===== config.mk =====
export PLATFORM = sky130hd
export DESIGN_NAME = rev6_opcode_decoder
export DESIGN_NICKNAME = d
export VERILOG_FILES = /design/src/hw/rev6_opcode_decoder.v /design/src/hw/muldiv_decoder.v /design/src/hw/pcrel_decoder.v
export VERILOG_INCLUDE_DIRS = /design/src /design/src/hw
export SDC_FILE = /design/constraint.sdc
export NUM_CORES = 1
export LEC_CHECK = 0
export BUFFER_PORTS_ARGS = -buffer_cell sky130_fd_sc_hd__buf_2
export CAP_MARGIN = 25
export CORE_MARGIN = 10
export CORE_UTILIZATION = 35
export DETAILED_ROUTE_END_ITERATION = 8
export GPL_ROUTABILITY_DRIVEN = 0
export SYNTH_ARGS = -nofsm -noshare
export SYNTH_HDL_FRONTEND = slang
export SYNTH_HIERARCHICAL = 1
export SYNTH_SLANG_ARGS = --single-unit

===== constraint.sdc =====
create_clock -name clock -period 1.9 [get_ports clock]
set_input_delay 0.285 -clock clock [delete_from_list [all_inputs] [get_ports clock]]
set_output_delay 0.285 -clock clock [all_outputs]
set_load 0.005 [all_outputs]

===== src/hw/opcode_decoder_map.vh =====
// Field positions, opcode values and operation selector codes
`ifndef OPCODE_DECODER_MAP_VH
`define OPCODE_DECODER_MAP_VH

////////////////////////////////////////////////////////////////////////////////
// Instruction fields
`define PRIMARY_HI        31
`define PRIMARY_LO        26
`define SOURCE_A_HI       25
`define SOURCE_A_LO       21
`define SOURCE_B_HI       20
`define SOURCE_B_LO       16
`define DEST_HI           15
`define DEST_LO           11
`define SUBOP_HI          10
`define SUBOP_LO          6
`define FUNC_HI           5
`define FUNC_LO           0

////////////////////////////////////////////////////////////////////////////////
// Primary opcodes
`define PRI_SPECIAL       6'h00
`define PRI_PCREL         6'h3B
`define PRI_BRANCH_GE     6'h16
`define PRI_LE_ZERO       6'h06
`define PRI_GT_ZERO       6'h07
`define PRI_GT_ZERO_LIKE  6'h17
`define PRI_ADD_IMM_WORD  6'h08
`define PRI_ADD_IMM_DWORD 6'h18
`define PRI_COP2          6'h12
`define PRI_OLD_CP2_WLD   6'h32
`define PRI_OLD_CP2_WST   6'h3A
`define PRI_OLD_CP2_DLD   6'h36
`define PRI_OLD_CP2_DST   6'h3E

////////////////////////////////////////////////////////////////////////////////
// Sub-fields
`define FUNC_MULDIV_TOP   3'h3
`define SUBOP_LOW_FORM    5'h02
`define SUBOP_HIGH_FORM   5'h03
`define ZERO_REG          5'h00
`define COP2_WORD_LOAD    5'h0A
`define COP2_WORD_STORE   5'h0B
`define COP2_DWORD_LOAD   5'h0E
`define COP2_DWORD_STORE  5'h0F

////////////////////////////////////////////////////////////////////////////////
// Immediate widths of the PC-relative family
`define IMM_W19           5'h13
`define IMM_W18           5'h12
`define IMM_W17           5'h11
`define IMM_W16           5'h10

////////////////////////////////////////////////////////////////////////////////
// Operation selector codes
`define OP_OTHER                        6'h00
`define OP_PRODUCT_LOW_WORD             6'h01
`define OP_PRODUCT_HIGH_WORD            6'h02
`define OP_UNSIGNED_PRODUCT_LOW         6'h03
`define OP_UNSIGNED_PRODUCT_HIGH        6'h04
`define OP_SIGNED_QUOTIENT              6'h05
`define OP_SIGNED_REMAINDER             6'h06
`define OP_UNSIGNED_QUOTIENT            6'h07
`define OP_UNSIGNED_REMAINDER           6'h08
`define OP_DWORD_PRODUCT_LOW            6'h09
`define OP_DWORD_PRODUCT_HIGH           6'h0A
`define OP_DWORD_UNSIGNED_PRODUCT_LOW   6'h0B
`define OP_DWORD_UNSIGNED_PRODUCT_HIGH  6'h0C
`define OP_DWORD_SIGNED_QUOTIENT        6'h0D
`define OP_DWORD_SIGNED_REMAINDER       6'h0E
`define OP_DWORD_UNSIGNED_QUOTIENT      6'h0F
`define OP_DWORD_UNSIGNED_REMAINDER     6'h10
`define OP_PC_PLUS_IMMEDIATE            6'h11
`define OP_PC_RELATIVE_WORD_LOAD        6'h12
`define OP_PC_RELATIVE_WORD_LOAD_ZX     6'h13
`define OP_PC_RELATIVE_DWORD_LOAD       6'h14
`define OP_PC_PLUS_UPPER_IMMEDIATE      6'h15
`define OP_ALIGNED_PC_PLUS_UPPER_IMM    6'h16
`define OP_BRANCH_GE_COMPACT            6'h17
`define OP_BRANCH_GE_ZERO_COMPACT       6'h18
`define OP_BRANCH_LE_ZERO_COMPACT       6'h19
`define OP_BRANCH_LE_ZERO               6'h1A
`define OP_BRANCH_GT_ZERO               6'h1B
`define OP_COMPACT_OTHER                6'h1C
`define OP_REUSED_SLOT                  6'h1D
`define OP_COP2_WORD_LOAD               6'h1E
`define OP_COP2_WORD_STORE              6'h1F
`define OP_COP2_DWORD_LOAD              6'h20
`define OP_COP2_DWORD_STORE             6'h21

`endif


===== src/hw/rev6_opcode_decoder.v =====
// Decode-stage opcode decoder for the revised integer instruction set
`include "opcode_decoder_map.vh"

module rev6_opcode_decoder (
  // Clock and reset
  input  wire        clock,
  input  wire        rst,
  // Instruction from fetch
  input  wire        instr_valid,
  input  wire [31:0] instr,
  // Combinational decode
  output reg  [5:0]  dec_op,
  output reg         dec_trap,
  // Registered decode to the pipeline
  output reg         out_valid,
  output reg  [5:0]  op,
  output reg         reserved_instruction_trap,
  output reg         writes_dest,
  output reg  [4:0]  dest_reg,
  output reg  [4:0]  imm_width
);

  ////////////////////////////////////////////////////////////////////////////
  // Fields
  wire [5:0] primary        = instr[`PRIMARY_HI:`PRIMARY_LO];
  wire [4:0] source_a_field = instr[`SOURCE_A_HI:`SOURCE_A_LO];
  wire [4:0] source_b_field = instr[`SOURCE_B_HI:`SOURCE_B_LO];
  wire [4:0] dest_field     = instr[`DEST_HI:`DEST_LO];

  wire       a_zero = (source_a_field == `ZERO_REG);
  wire       b_zero = (source_b_field == `ZERO_REG);
  wire       a_eq_b = (source_a_field == source_b_field);

  ////////////////////////////////////////////////////////////////////////////
  // Family decoders
  wire       md_hit;
  wire       md_trap;
  wire [5:0] md_op;
  wire       pc_hit;
  wire       pc_trap;
  wire [5:0] pc_op;
  wire [4:0] pc_imm_width;

  muldiv_decoder u_muldiv (
    .instr (instr),
    .hit   (md_hit),
    .trap  (md_trap),
    .op    (md_op)
  );

  pcrel_decoder u_pcrel (
    .instr     (instr),
    .hit       (pc_hit),
    .trap      (pc_trap),
    .op        (pc_op),
    .imm_width (pc_imm_width)
  );

  ////////////////////////////////////////////////////////////////////////////
  // Combined decode
  reg       next_writes;
  reg [4:0] next_dest;
  reg [4:0] next_imm;

  always @* begin
    dec_op      = `OP_OTHER;
    dec_trap    = 1'b0;
    next_writes = 1'b0;
    next_dest   = 5'h00;
    next_imm    = 5'h00;
    if (md_hit) begin
      dec_op      = md_op;
      dec_trap    = md_trap;
      next_writes = ~md_trap;
      next_dest   = dest_field;
    end else if (pc_hit) begin
      dec_op      = pc_op;
      dec_trap    = pc_trap;
      next_writes = ~pc_trap;
      next_dest   = source_a_field;
      next_imm    = pc_imm_width;
    end else begin
      case (primary)
        `PRI_BRANCH_GE: begin
          if (b_zero) begin
            dec_trap = 1'b1;
          end else if (a_zero) begin
            dec_op = `OP_BRANCH_LE_ZERO_COMPACT;
          end else if (a_eq_b) begin
            dec_op = `OP_BRANCH_GE_ZERO_COMPACT;
          end else begin
            dec_op = `OP_BRANCH_GE_COMPACT;
          end
        end
        `PRI_GT_ZERO_LIKE: begin
          if (b_zero) begin
            dec_trap = 1'b1;
          end else begin
            dec_op = `OP_COMPACT_OTHER;
          end
        end
        `PRI_LE_ZERO: begin
          if (b_zero) begin
            dec_op = `OP_BRANCH_LE_ZERO;
          end else begin
            dec_op = `OP_COMPACT_OTHER;
          end
        end
        `PRI_GT_ZERO: begin
          if (b_zero) begin
            dec_op = `OP_BRANCH_GT_ZERO;
          end else begin
            dec_op = `OP_COMPACT_OTHER;
          end
        end
        `PRI_ADD_IMM_WORD, `PRI_ADD_IMM_DWORD,
        `PRI_OLD_CP2_WLD, `PRI_OLD_CP2_WST,
        `PRI_OLD_CP2_DLD, `PRI_OLD_CP2_DST: begin
          dec_op = `OP_REUSED_SLOT;
        end
        `PRI_COP2: begin
          case (source_a_field)
            `COP2_WORD_LOAD:   dec_op = `OP_COP2_WORD_LOAD;
            `COP2_WORD_STORE:  dec_op = `OP_COP2_WORD_STORE;
            `COP2_DWORD_LOAD:  dec_op = `OP_COP2_DWORD_LOAD;
            `COP2_DWORD_STORE: dec_op = `OP_COP2_DWORD_STORE;
            default:           dec_op = `OP_OTHER;
          endcase
        end
        default: begin
          dec_op = `OP_OTHER;
        end
      endcase
    end
  end

  ////////////////////////////////////////////////////////////////////////////
  // Decode-stage output register
  always @(posedge clock) begin
    if (rst) begin
      out_valid                 <= 1'b0;
      op                        <= `OP_OTHER;
      reserved_instruction_trap <= 1'b0;
      writes_dest               <= 1'b0;
      dest_reg                  <= 5'h00;
      imm_width                 <= 5'h00;
    end else begin
      out_valid                 <= instr_valid;
      op                        <= dec_op;
      reserved_instruction_trap <= instr_valid & dec_trap;
      writes_dest               <= instr_valid & next_writes;
      dest_reg                  <= next_dest;
      imm_width                 <= next_imm;
    end
  end

endmodule // rev6_opcode_decoder


===== src/hw/muldiv_decoder.v =====
// Multiply and divide family decode
`include "opcode_decoder_map.vh"

module muldiv_decoder (
  // Instruction
  input  wire [31:0] instr,
  // Result
  output reg         hit,
  output reg         trap,
  output reg  [5:0]  op
);

  wire [2:0] func_top = instr[`FUNC_HI:`FUNC_HI-2];
  wire [2:0] func_low = instr[`FUNC_LO+2:`FUNC_LO];
  wire [4:0] subop    = instr[`SUBOP_HI:`SUBOP_LO];

  always @* begin
    hit  = (instr[`PRIMARY_HI:`PRIMARY_LO] == `PRI_SPECIAL) &&
           (func_top == `FUNC_MULDIV_TOP);
    trap = 1'b0;
    op   = `OP_OTHER;
    if (hit) begin
      if (subop != `SUBOP_LOW_FORM && subop != `SUBOP_HIGH_FORM) begin
        trap = 1'b1;
      end else begin
        case ({func_low, subop[0]})
          4'h0: op = `OP_PRODUCT_LOW_WORD;
          4'h1: op = `OP_PRODUCT_HIGH_WORD;
          4'h2: op = `OP_UNSIGNED_PRODUCT_LOW;
          4'h3: op = `OP_UNSIGNED_PRODUCT_HIGH;
          4'h4: op = `OP_SIGNED_QUOTIENT;
          4'h5: op = `OP_SIGNED_REMAINDER;
          4'h6: op = `OP_UNSIGNED_QUOTIENT;
          4'h7: op = `OP_UNSIGNED_REMAINDER;
          4'h8: op = `OP_DWORD_PRODUCT_LOW;
          4'h9: op = `OP_DWORD_PRODUCT_HIGH;
          4'hA: op = `OP_DWORD_UNSIGNED_PRODUCT_LOW;
          4'hB: op = `OP_DWORD_UNSIGNED_PRODUCT_HIGH;
          4'hC: op = `OP_DWORD_SIGNED_QUOTIENT;
          4'hD: op = `OP_DWORD_SIGNED_REMAINDER;
          4'hE: op = `OP_DWORD_UNSIGNED_QUOTIENT;
          4'hF: op = `OP_DWORD_UNSIGNED_REMAINDER;
          default: op = `OP_OTHER;
        endcase
      end
    end
  end

endmodule // muldiv_decoder


===== src/hw/pcrel_decoder.v =====
// PC-relative family prefix decode
`include "opcode_decoder_map.vh"

module pcrel_decoder (
  // Instruction
  input  wire [31:0] instr,
  // Result
  output reg         hit,
  output reg         trap,
  output reg  [5:0]  op,
  output reg  [4:0]  imm_width
);

  wire [4:0] prefix = instr[`SOURCE_B_HI:`SOURCE_B_LO];

  always @* begin
    hit       = (instr[`PRIMARY_HI:`PRIMARY_LO] == `PRI_PCREL);
    trap      = 1'b0;
    op        = `OP_OTHER;
    imm_width = 5'h00;
    if (hit) begin
      if (prefix[4:3] == 2'h0) begin
        op        = `OP_PC_PLUS_IMMEDIATE;
        imm_width = `IMM_W19;
      end else if (prefix[4:3] == 2'h1) begin
        op        = `OP_PC_RELATIVE_WORD_LOAD;
        imm_width = `IMM_W19;
      end else if (prefix[4:3] == 2'h2) begin
        op        = `OP_PC_RELATIVE_WORD_LOAD_ZX;
        imm_width = `IMM_W19;
      end else if (prefix[2] == 1'b0) begin
        op        = `OP_PC_RELATIVE_DWORD_LOAD;
        imm_width = `IMM_W18;
      end else if (prefix[1] == 1'b0) begin
        trap      = 1'b1;
        imm_width = `IMM_W17;
      end else if (prefix[0] == 1'b0) begin
        op        = `OP_PC_PLUS_UPPER_IMMEDIATE;
        imm_width = `IMM_W16;
      end else begin
        op        = `OP_ALIGNED_PC_PLUS_UPPER_IMM;
        imm_width = `IMM_W16;
      end
    end
  end

endmodule // pcrel_decoder


======== Word level (Yosys, flattened, before mapping) ========
Memory sizes are Yosys's and may differ from the RTL's.
Cells that the tools add are included.
operators by class
  bitwise logic cells ..................... 6
  equal/unequal tests ..................... 22
  reductions and logical operators ........ 10
  mux-type cells .......................... 38
operators with widths
  kind                number
  $mux 6              8
  $mux 5              8
  $pmux 6 s6          1
  $eq 6x6->1 const B  5
  $eq 6x5->1 const B  4
  $pmux 6 s4          1
  $eq 5x4->1 const B  4
  $mux 1              15
  $eq 6x3->1 const B  2
  $logic_not 5->1     2
  $ne 5x2->1 const B  2
  $mux 4              2
  $reduce_or 7->1     1
  $eq 6x4->1 const B  1
  $logic_not 6->1     1
  $mux 3              2
  $reduce_or 6->1     1
  $eq 5x5->1          1
  $not 1->1           4
  $eq 3x2->1 const B  1
  $reduce_or 3->1     1
  $and 1x1->1         2
  $eq 2x1->1 const B  1
  $eq 2x2->1 const B  1
  4 further kinds     5
storage, ports and cells
  word-level logic and storage cells ...... 84
  memories ................................ 1
  bits in registers ....................... 19
  ROM bits ................................ 80
memories
  name              depth  width  read ports  clocked after memory_dff  wr ports  line                 text
  (name not given)  16     5      1           0                         0         muldiv_decoder.v:26  case ({func_low, subop[0]})

======== Depth between registers and ports, before layout ========
Gate-level depths: netlist of the first run.
  depth after elaboration ................. 10
  gate-level depth with buffers ........... 9
  gate-level depth less buffers ........... 8

======== Hierarchy ========
Netlist of the first run, hierarchy kept.
by module, submodules not included
  module               area an instance (µm²)  cells each  times used
  rev6_opcode_decoder  1,071.0                 130         1
  pcrel_decoder        163.9                   23          1
  muldiv_decoder       157.7                   20          1

======== Worst setup path before layout of the first run ========
OpenSTA, ideal clock, no wires.
  path type ............................... input -> output
  start ................................... in instr[17]
  end ..................................... out dec_op[0]
  stages on the path ...................... 4
  arrival ................................. 1.715 ns
  required time ........................... 1.615 ns
  setup slack ............................. -0.100 ns
  cell sequence ........................... or4_4 or4_1 o22a_1 a32oi_2
between the ends
  word-level cells in the longest chain between the ends .. 7
  elaborated cells between the ends (all ways) .. 14
RTL lines
  element                                      line                                          text
  start, declared                              rev6_opcode_decoder.v:10                      input wire [31:0] instr,
  $eq 5x5->1 / $mux 6 (equally long branches)  rev6_opcode_decoder.v:32, pcrel_decoder.v:34
  $mux 4 / $mux 6 (equally long branches)      rev6_opcode_decoder.v:89, pcrel_decoder.v:31
  $mux 4 / $mux 6 (equally long branches)      rev6_opcode_decoder.v:87, pcrel_decoder.v:28
  $mux 5 / $mux 6 (equally long branches)      rev6_opcode_decoder.v:85, pcrel_decoder.v:25
  $pmux 6 s6 / $mux 6 (equally long branches)  rev6_opcode_decoder.v:83, pcrel_decoder.v:22
  $mux 6 (*)                                   rev6_opcode_decoder.v:76                      end else if (pc_hit) begin
  $mux 6 (*)                                   rev6_opcode_decoder.v:71                      if (md_hit) begin
  end, declared                                rev6_opcode_decoder.v:12                      output reg [5:0] dec_op,
Every way passes the cells marked *; elsewhere a longest branch is shown, timed or not.

======== Worst setup path after layout of the first run ========
Same ends and word-level chain as after synthesis.

==> summary.txt, run 1 <==
Power
  – NetSw: 0.000246 W
  – Sw Share: about 27%
  – Sequential share of power: 43.7%
  – Pint: 0.000672 W
  – P_leak: about 1.1 nW
  – Comb power frac: 25.5%
  – Total power: just over 0.0009 W
  – Clock share of power: between 30% and 40%
  – Worst vdd ir: slightly above 0.0002 V
  – P per Cell Area: 394 mW/mm2

Die
  – Die Y: 83.1 um
  – Initial Util: 37.2%
  – Die area: about 0.0069 mm2
  – Width of the die: 83.1 um
  – FP Rows: 22
  – Top Ports: 61
  – CORE AREA: 0.00374 mm2

STA
  – Slew Limit Fails: 0
  – Unrepaired setup endpoints after global routing: true
  – Setup total negative slack: -1.59 ns
  – Min cycle time layout: ~2.3 ns
  – Setup-failing EPs final: 6
  – Final Hold Fails: 0
  – Fin crit share: 121%
  – Worst setup margin: -0.402 ns
  – Fmax: 434 MHz
  – Hold Worst Slack: 0.253 ns

Global route
  – Largest net degree at the start of global routing: 15
  – Global Route Usage Sum: 12.3%
  – First-pass GRT wire length: 7.45 mm
  – Initial antenna violation count: 0
  – Total gr overflow: 0
  – Number of global-route vias before repair: ~1.6k

Placement
  – Post-DP Area: 0.00204 mm2
  – Port bufs: 60
  – Post-DP HPWL: 3.76 mm

Final layout
  – Layout cells sized above 1: between 50% and 60%
  – Final design area excluding fillers: 0.00233 mm2
  – Utilization after layout: about 62%
  – Largest register FFs: 6
  – Final net count: 318
  – Diode count: 0
  – Area Growth Syn to Fin: 67.6%

Yosys
  – Mapped Avg Cell Area: ~8.0 um2
  – Most used DFF post-synth: dfxtp_1
  – Synth area leaders: dfxtp_1 27%, nor2_1 5.9%, a21oi_1 5.4%, buf_4 3.2%, xnor2_1 3.1%
  – Flops & latches, synth: 19
  – Ys Warns: 6
  – Synthesized area: between 0.001 and 0.0015 mm2
  – Most frequent cell after synthesis: nor2_1
  – Cell taking the most area after synthesis: dfxtp_1
  – Top cell type's share of synthesized area: 27.3%
  – Seq/Total Area, Yosys: a little over a quarter
  – Netlist cell types: 55
  – Synth top cells by count: 22 x nor2_1, 19 x dfxtp_1, 15 x a21oi_1
  – EDFF count, synth: 0
  – Async S/R FF share, synth: 0%
  – Synth Instances: 173

Clock tree
  – CTS Buf Count: 3
  – Worst-path clk slew: ~0.07 ns
  – Clock root cell: clkbuf_8
  – Deepest clock path buffer count: 2
  – H-Tree Depth: 1
  – CTS sink cnt: 19
  – TritonCTS clock tree: yes

Setup path
  – Critical path capture point type: primary output
  – Crit path max fanout: 2
  – WS Path Type: in2out
  – Worst EP required: approximately 1.6 ns
  – Setup crit start kind: primary input
  – WP data arrival: about 2 ns

Detailed routing
  – Post-route ant nets: 0
  – Total number of vias: 1,640
  – Initial detailed-routing violation count: between 40 and 50
  – DR WL/cell: 14.5 um
  – Wirelength, routed: roughly 4.8 mm
  – Pre-Repair DR Iteration Count: 4
  – Drt drc: 0
  – Vias/cell: 5.00

Run
  – Max cap viols: 0

Run status
  – Outcome: complete, but fails checks
  – Violated checks: setup timing

Min path
  – Hold WC Path Type: in2reg
==> final timing paths <==
kind / startpoint / endpoint / cells after the start
min: instr[14] / dest_reg[3] / 3
max: instr[17] / dec_op[0] / 6
==> per-layer routing <==
layer,track usage (%),wire (um)
met5,0,0
met4,5.85,89
met3,2.64,301
met2,20.8,2350
met1,14.4,2020
==> cell type report <==
| cell class | instances | area [um2] |
|---|---|---|
| fillers | 354 | 1410 |
| flip-flops and latches | 19 | 380 |
| repair buffers | 110 | 736 |
| well taps | 48 | 60.1 |
| clock buffers | 4 | 45.0 |
| inverters | 8 | 35.0 |
| multi-input cells | 139 | 1080 |
==> cells by family after synthesis <==
| kind of cell | Yosys count | synth area share [%] |
|---|---|---|
| other cells | 2 | 0.539 |
| compound gates | 43 | 22.1 |
| buf+inv | 18 | 6.47 |
| fa+ha+maj | 2 | 1.80 |
| simple gates | 84 | 38.6 |
| flops | 19 | 27.3 |
| xor+xnor | 5 | 3.14 |
==> power groups by stage <==
stage               clock, W  sequential, W  combinational [W]
floorplan                  0       0.000411          0.0000808
global placement           0       0.000411           0.000196
detailed placement         0       0.000411           0.000197
CTS                 0.000290       0.000402           0.000212
global route        0.000303       0.000402           0.000255
finish              0.000283       0.000402           0.000234
==> through the flow <==
step	setup WS (ns)	std cells
finish	-0.402	328
global route	-0.471	328
CTS	-0.383	324
detailed placement	-0.401	318
global placement	-0.395	318
floorplan	-0.0880	176
==> what timing repair did <==
action	CTS	global route
gates cloned	0	1
resized for setup	18	30
hold buffers	0	0
endpoints found under the setup margin	7	7
hold endpoints to repair	0	0
pin swaps	9	15
buffers inserted	2	4
==> cells in the final DEF, fill, tap and decap left out, types with 2 or more instances in the layout <==
master	synthesis	layout
nor2_1	22	17
nand3_1	5	4
buf_2	0	57
nand2b_1	5	4
or4_4	1	2
and2_1	6	6
inv_1	6	5
nor2_2	0	3
clkbuf_8	0	3
a211oi_1	4	2
a311oi_2	1	2
a31oi_1	3	3
nor3_2	2	3
nand4b_1	3	3
a211oi_2	0	2
nor3b_4	0	2
and3_1	6	5
nand2_1	6	5
nor2_4	0	2
nor2b_1	6	6
conb_1	2	5
a21oi_1	15	13
xnor2_1	5	5
dfxtp_1	19	19
buf_6	0	14
nor3_1	5	3
ha_1	2	2
inv_4	0	2
a21oi_2	0	2
buf_4	6	39
==> worst max-delay path: stages <==
cell     delay [ns]
buf_6          0.09
or4_4          0.54
or4_4          0.50
o22a_1         0.19
a32oi_2        0.24
buf_2          0.16
Power figures use the tool's default switching activity.
==> run 2: changes to the inputs <==
--- a/config.mk
+++ b/config.mk
@@ -12,6 +12,7 @@
 export CORE_UTILIZATION = 35
 export DETAILED_ROUTE_END_ITERATION = 8
 export GPL_ROUTABILITY_DRIVEN = 0
+export PLACE_DENSITY = 0.64
 export SYNTH_ARGS = -nofsm -noshare
 export SYNTH_HDL_FRONTEND = slang
 export SYNTH_HIERARCHICAL = 1
==> constraint.sdc (replaced) <==
create_clock -name clock -period 2.5 [get_ports clock]
set_input_delay 0.375 -clock clock [delete_from_list [all_inputs] [get_ports clock]]
set_output_delay 0.375 -clock clock [all_outputs]
set_load 0.005 [all_outputs]
==> run 2 against run 1 <==
Effect of this change:
- the flow now finishes without violations
- routed wire length decreased by 16%
- final area is 21% lower
- combinational power fell by 47%
- core utilization down 13 points
- count of clock-buffer cells in the layout decreased by 1
- power down 30%
- hold slack improved by 0.093 ns
- clock power decreased by 25%
- sequential share of layout area increased by 4.4 points
- cell count down 13%
- critical endpoint unchanged
- largest cell class unchanged
==> summary.txt, run 2 (synthesized netlist as in run 1, its figures left out) <==
Run status
  – Outcome: completed (was complete, but fails checks)

Final layout
  – Largest register FFs: 6 (unchanged)
  – Fill cell count: 393 (was 354)
  – Commonest non-fill, non-tap cell in the layout: buf_2 (unchanged)
  – Final net count: 277 (was 318)
  – Seq. cell area: 380 um2 (unchanged)
  – Multi-input logic area: 938 um2 (was 0.00108 mm2)
  – Layout cells sized above 1: 36.4% (was 53.2%)
  – Diode count: 0 (unchanged)
  – Area Growth Syn to Fin: 31.8% (was 67.6%)
  – Most frequent cells in the layout: 60 x buf_2, 22 x nor2_1, 19 x dfxtp_1, 15 x a21oi_1, 8 x buf_4 (was 57 x buf_2, 39 x buf_4, 19 x dfxtp_1, 17 x nor2_1, 14 x buf_6)

Global route
  – Number of global-route vias before repair: 1,417 (was 1,621)
  – Initial antenna violation count: 0 (unchanged)
  – Largest net degree at the start of global routing: 19 (was 15)
  – First-pass GRT wire length: 6.51 mm (was 7.45 mm)
  – Total gr overflow: 0 (unchanged)
  – Global Route Usage Sum: 10.8% (was 12.3%)

Setup path
  – Crit path max-delay family: simple AND/OR/NAND/NOR gates (unchanged)
  – WP data arrival: 2.06 ns (was 2.02 ns)
  – Crit path max fanout: 2 (unchanged)
  – Buffers and inverters on the worst path: 2 (unchanged)
  – Crit path cell chain: buf_2 -> or4_4 -> or4_4 -> o22a_1 -> a32oi_2 -> buf_2 (was buf_6 -> or4_4 -> or4_4 -> o22a_1 -> a32oi_2 -> buf_2)
  – Worst path max stage delay: 0.53 ns (was 0.54 ns)
  – Setup crit start kind: primary input (unchanged)
  – Critical path capture point type: primary output (unchanged)
  – Worst EP required: 2.12 ns (was 1.62 ns)
  – Slowest-stage cell, CP: or4_4 (unchanged)
  – WS Path Type: in2out (unchanged)

Detailed routing
  – Initial detailed-routing violation count: 61 (was 46)
  – Wirelength, routed: 3.97 mm (was 4.76 mm)
  – Vias/cell: 5.02 (was 5.00)
  – DR WL/cell: 13.8 um (was 14.5 um)
  – Post-route ant nets: 0 (unchanged)
  – Total number of vias: 1,441 (was 1,640)
  – Pre-Repair DR Iteration Count: 4 (unchanged)
  – Drt drc: 0 (unchanged)

Min path
  – WHS Endpoint: dest_reg[2] (was dest_reg[3])
  – Hold WC Path Type: in2reg (unchanged)
  – Hold Path Cell Cnt: 3 (unchanged)
  – HP Start: instr[13] (was instr[14])

Clock tree
  – Worst-path clk slew: 0.07 ns (about the same)
  – Post-CTS Setup Inserts: 0 (was 2)
  – TritonCTS clock tree: yes (unchanged)
  – CTS sink cnt: 19 (unchanged)
  – Clock root cell: clkbuf_8 (unchanged)
  – Deepest clock path buffer count: 2 (unchanged)
  – H-Tree Depth: 1 (unchanged)
  – Hold Buf Count CTS: 0 (unchanged)
  – CTS Buf Count: 3 (unchanged)

Die
  – CORE AREA: 0.00374 mm2 (unchanged)
  – Width of the die: 83.1 um (unchanged)
  – Top Ports: 61 (unchanged)
  – Initial Util: 37.2% (unchanged)
  – FP Rows: 22 (unchanged)
  – Die Y: 83.1 um (unchanged)
  – Die area: 0.00690 mm2 (unchanged)

Placement
  – Post-DP HPWL: 3.39 mm (was 3.76 mm)
  – Port bufs: 60 (unchanged)

STA
  – Unrepaired setup endpoints after global routing: false (was true)
  – Final Hold Fails: 0 (unchanged)
  – Min cycle time layout: 2.43 ns
  – Setup total negative slack: 0 ns (was -1.59 ns)
  – Fmax: about 400 MHz
  – Setup-failing EPs final: 0 (was 6)
  – Fin crit share: a little over nine tenths
  – Slew Limit Fails: 0 (unchanged)

Power
  – Worst vdd ir: 0.000178 V (was 0.000204 V)
  – P_leak: 0.860 nW (was 1.11 nW)
  – P per Cell Area: 351 mW/mm2 (was 394 mW/mm2)
  – Total power: 0.000643 W (was 0.000919 W)

Run
  – Max cap viols: 0 (unchanged)
-- run 2: cell count changes in the layout (fill, tap and decap cells not counted), moves of 3 or more --
cell    delta
buf_6     -14
nor2_2     -3
buf_4     -31
buf_2      +3
nor2_1     +5
-- run 2: layer usage --
| metal | vias to the layer above | track usage (%) | share of wire (%) |
|---|---|---|---|
| met5 | - | 0 | 0 |
| met1 | 636 | 13.7 | 48 |
| li1 | 760 | - | - |
| met2 | 40 | 17.7 | 46 |
| met4 | 0 | 4.62 | 1.7 |
| met3 | 5 | 1.27 | 4.8 |
-- run 2: how the worst max path moves through the flow --
| stage | slack, ns | start | endpoint | cells after the start |
|---|---|---|---|---|
| floorplan | 0.32 | instr[17] | dec_op[0] | 4 |
| global placement | 0.003 | instr[17] | dec_op[0] | 6 |
| detailed placement | 0.003 | instr[17] | dec_op[0] | 6 |
| CTS | 0.003 | instr[17] | dec_op[0] | 6 |
| global route | 0.02 | instr[17] | dec_op[2] | 8 |
| finish | 0.07 | instr[17] | dec_op[0] | 6 |
-- run 2: cell type report --
| cell class | instances | area share (%) |
|---|---|---|
| sequential | 19 | 20.7 |
| tap | 48 | 3.27 |
| timing repair buffer | 69 | 20.7 |
| clock inverter | 1 | 0.273 |
| inverter | 8 | 1.64 |
| multi-input combinational | 139 | 51.1 |
| clock buffer | 3 | 2.25 |
-- run 2: where the power goes --
group / internal, W / leakage, nW / total, W / switching (W)
Combinational: 0.0000584 / 0.681 / 0.000125 / 0.0000665
Clock: 0.000111 / 0.0255 / 0.000213 / 0.000102
Sequential: 0.000305 / 0.153 / 0.000305 / 0.000000424
Total: 0.000474 / 0.860 / 0.000643 / 0.000169
-- run 2: repair_timing --
| item | in CTS | in global routing |
|---|---|---|
| endpoints found under the setup margin | 1 | 3 |
| gates resized for setup | 0 | 2 |
| endpoints found under the hold margin | 0 | 0 |
| pin swaps | 2 | 1 |
-- run 2: metrics by stage --
step	utilization [%]	cell area (um2)	hold WS, ns	setup WS (ns)	std cells
floorplan	-	1400	0.462	0.320	176
global placement	47.7	1780	0.606	0.00317	283
detailed placement	47.7	1780	0.608	0.00256	283
CTS	48.9	1830	0.340	0.00252	287
global route	49.0	1840	0.349	0.0151	287
finish	49.0	1840	0.346	0.0679	287
==> run 3: changes to the inputs <==
--- a/config.mk
+++ b/config.mk
@@ -6,13 +6,16 @@
 export SDC_FILE = /design/constraint.sdc
 export NUM_CORES = 1
 export LEC_CHECK = 0
+export ABC_CLOCK_PERIOD_IN_PS = 2500
 export BUFFER_PORTS_ARGS = -buffer_cell sky130_fd_sc_hd__buf_2
 export CAP_MARGIN = 25
+export CELL_PAD_IN_SITES_DETAIL_PLACEMENT = 2
+export CELL_PAD_IN_SITES_GLOBAL_PLACEMENT = 2
 export CORE_MARGIN = 10
-export CORE_UTILIZATION = 35
+export CORE_UTILIZATION = 25
 export DETAILED_ROUTE_END_ITERATION = 8
 export GPL_ROUTABILITY_DRIVEN = 0
-export PLACE_DENSITY = 0.64
+export PLACE_DENSITY = 0.8
 export SYNTH_ARGS = -nofsm -noshare
 export SYNTH_HDL_FRONTEND = slang
 export SYNTH_HIERARCHICAL = 1
==> run 3 against run 2 <==
Effect of this change:
- via count increased by 7.8%
- sequential power about the same
- global-route usage increased by 1.2 points
- combinational power increased by 8%
- count of clock-buffer cells in the layout increased by 1
- final area increased by 2.7%
- critical path depth unchanged
- cell count increased by 9.4%
- routed wire length increased by 37%
- maximum frequency decreased by 0.71%
- non-clock buffer count increased by 3
- critical path type unchanged
- critical endpoint unchanged
==> summary.txt, run 3 (synthesized netlist as in run 1, its figures left out) <==
Detailed routing
  – Initial detailed-routing violation count: 71 (was 61)
  – Wirelength, routed: 5.45 mm (was 3.97 mm)
  – Vias/cell: 4.95 (was 5.02)
  – DR WL/cell: 17.3 um (was 13.8 um)
  – Drt drc: 0 (unchanged)
  – Post-route ant nets: 0 (unchanged)
  – Total number of vias: 1,554 (was 1,441)
  – Pre-Repair DR Iteration Count: 4 (unchanged)

Clock tree
  – Worst-path clk slew: 0.07 ns (about the same)
  – Clock root cell: clkbuf_8 (unchanged)
  – H-Tree Depth: 1 (unchanged)
  – TritonCTS clock tree: yes (unchanged)
  – CTS Buf Count: 3 (unchanged)
  – CTS sink cnt: 19 (unchanged)
  – Deepest clock path buffer count: 2 (unchanged)

Power
  – Pint: 0.000478 W (was 0.000474 W)
  – Sw Share: 26.8% (was 26.3%)
  – Clock share of power: 32.7% (was 33.1%)
  – Worst vdd ir: 0.000144 V (was 0.000178 V)
  – P_leak: 0.872 nW (was 0.860 nW)
  – Comb power frac: 20.6% (was 19.4%)
  – Sequential share of power: 46.7% (was 47.4%)
  – NetSw: 0.000175 W (was 0.000169 W)
  – P per Cell Area: 347 mW/mm2 (was 351 mW/mm2)

Placement
  – Post-DP Area: 0.00182 mm2 (was 0.00178 mm2)
  – Post-DP HPWL: 4.60 mm (was 3.39 mm)
  – Post-place setup slack: -0.0580 ns (was 0.00256 ns)
  – Port bufs: 60 (unchanged)

Setup path
  – Crit path cell chain: buf_2 -> or4_4 -> or4_4 -> o22a_1 -> a32oi_2 -> buf_2 (unchanged)
  – Critical path capture point type: primary output (unchanged)
  – WP data arrival: 2.07 ns (was 2.06 ns)
  – Crit path max fanout: 2 (unchanged)
  – Slowest-stage cell, CP: or4_4 (unchanged)
  – Crit path max-delay family: simple AND/OR/NAND/NOR gates (unchanged)
  – WS Path Type: in2out (unchanged)
  – Buffers and inverters on the worst path: 2 (unchanged)
  – Setup crit start kind: primary input (unchanged)
  – Worst path max stage delay: 0.54 ns (was 0.53 ns)
  – Worst EP required: 2.12 ns (about the same)

Final layout
  – Largest register FFs: 6 (unchanged)
  – Final net count: 280 (was 277)
  – Final design area excluding fillers: 0.00189 mm2 (was 0.00184 mm2)
  – Area Growth Syn to Fin: 35.4% (was 31.8%)
  – Fill cell count: 664 (was 393)
  – Most frequent cells in the layout: 60 x buf_2, 21 x nor2_1, 19 x dfxtp_1, 15 x a21oi_1, 12 x buf_4 (was 60 x buf_2, 22 x nor2_1, 19 x dfxtp_1, 15 x a21oi_1, 8 x buf_4)
  – Commonest non-fill, non-tap cell in the layout: buf_2 (unchanged)
  – Layout cells sized above 1: 37.6% (was 36.4%)
  – Utilization after layout: 34.7% (was 49.0%)
  – Diode count: 0 (unchanged)

Global route
  – Met1 Use GR: 14.1% (was 13.7%)
  – Met3 Resource Use GR: 1.74% (was 1.27%)
  – Met2 Usage GRT: 22.1% (was 17.7%)
  – Gr busiest metal: met2 (unchanged)
  – Global Route Usage Sum: 12.0% (was 10.8%)
  – Initial antenna violation count: 0 (unchanged)
  – First-pass GRT wire length: 8.74 mm (was 6.51 mm)
  – Largest net degree at the start of global routing: 15 (was 19)
  – Total gr overflow: 0 (unchanged)
  – Number of global-route vias before repair: 1,713 (was 1,417)

Run status
  – Outcome: completed (unchanged)

STA
  – Hold Worst Slack: 0.357 ns (was 0.346 ns)
  – Final Hold Fails: 0 (unchanged)
  – Slew Limit Fails: 0 (unchanged)
  – Worst setup margin: 0.0505 ns (was 0.0679 ns)
  – Fin crit share: 98.0% (was 97.3%)
  – Setup-failing EPs final: 0 (unchanged)
  – Fmax: 408 MHz (was 411 MHz)
  – Min cycle time layout: 2.45 ns (was 2.43 ns)

Min path
  – Hold WC Path Type: in2reg (unchanged)

Die
  – Top Ports: 61 (unchanged)
  – Die Y: 94.6 um (was 83.1 um)
  – FP Rows: 27 (was 22)
  – Width of the die: 94.6 um (was 83.1 um)
  – CORE AREA: 0.00544 mm2 (was 0.00374 mm2)
  – Initial Util: 25.6% (was 37.2%)
  – Die area: 0.00896 mm2 (was 0.00690 mm2)

Run
  – Max cap viols: 0 (unchanged)
## run 3: through the flow
stage                     std cells  setup TNS [ns]  total power [W]
after global routing            314        -0.00805         0.000693
after floorplan                 176               0         0.000374
after global placement          310         -0.0190         0.000439
after CTS                       314               0         0.000664
final                           314               0         0.000654
after detailed placement        310         -0.0580         0.000445
## run 3: layout make-up
| type | count | area, um2 | area share (%) |
|---|---|---|---|
| Inverter | 8 | 30.0 | 1.59 |
| Clock buffer | 4 | 45.0 | 2.39 |
| Timing Repair Buffer | 72 | 390 | 20.7 |
| Multi-Input combinational cell | 139 | 950 | 50.4 |
| Sequential cell | 19 | 380 | 20.2 |
| Tap cell | 72 | 90.1 | 4.78 |
## run 3: worst paths after layout
check / cells past startpoint / from / end
setup / recovery: 6 / instr[17] / dec_op[0]
hold / removal: 3 / instr[12] / dest_reg[1]
## run 3: tightest hold or removal path, stage by stage
cell and delay (ns):
buf_2 0.08, a21oi_1 0.06, nor2_1 0.07
## run 3: metal layers
metal,vias up,wire length [um]
li1,763,-
met1,755,2340
met2,34,2850
met3,2,208
met4,0,41
met5,-,0
## run 3: what timing repair did
action,4_1_cts,5_1_grt
pin swaps,3,0
resized for setup,1,3
hold buffers,0,0
buffers inserted,0,0
endpoints found under the setup margin,1,3
gates cloned,0,0
## run 3: power groups by stage
| stage | Combinational, W | Clock [W] | Sequential (W) |
|---|---|---|---|
| global route | 0.000151 | 0.000237 | 0.000305 |
| finish | 0.000135 | 0.000214 | 0.000305 |
| floorplan | 0.0000613 | 0 | 0.000313 |
| CTS | 0.000134 | 0.000225 | 0.000305 |
| detailed placement | 0.000133 | 0 | 0.000312 |
| global placement | 0.000127 | 0 | 0.000312 |
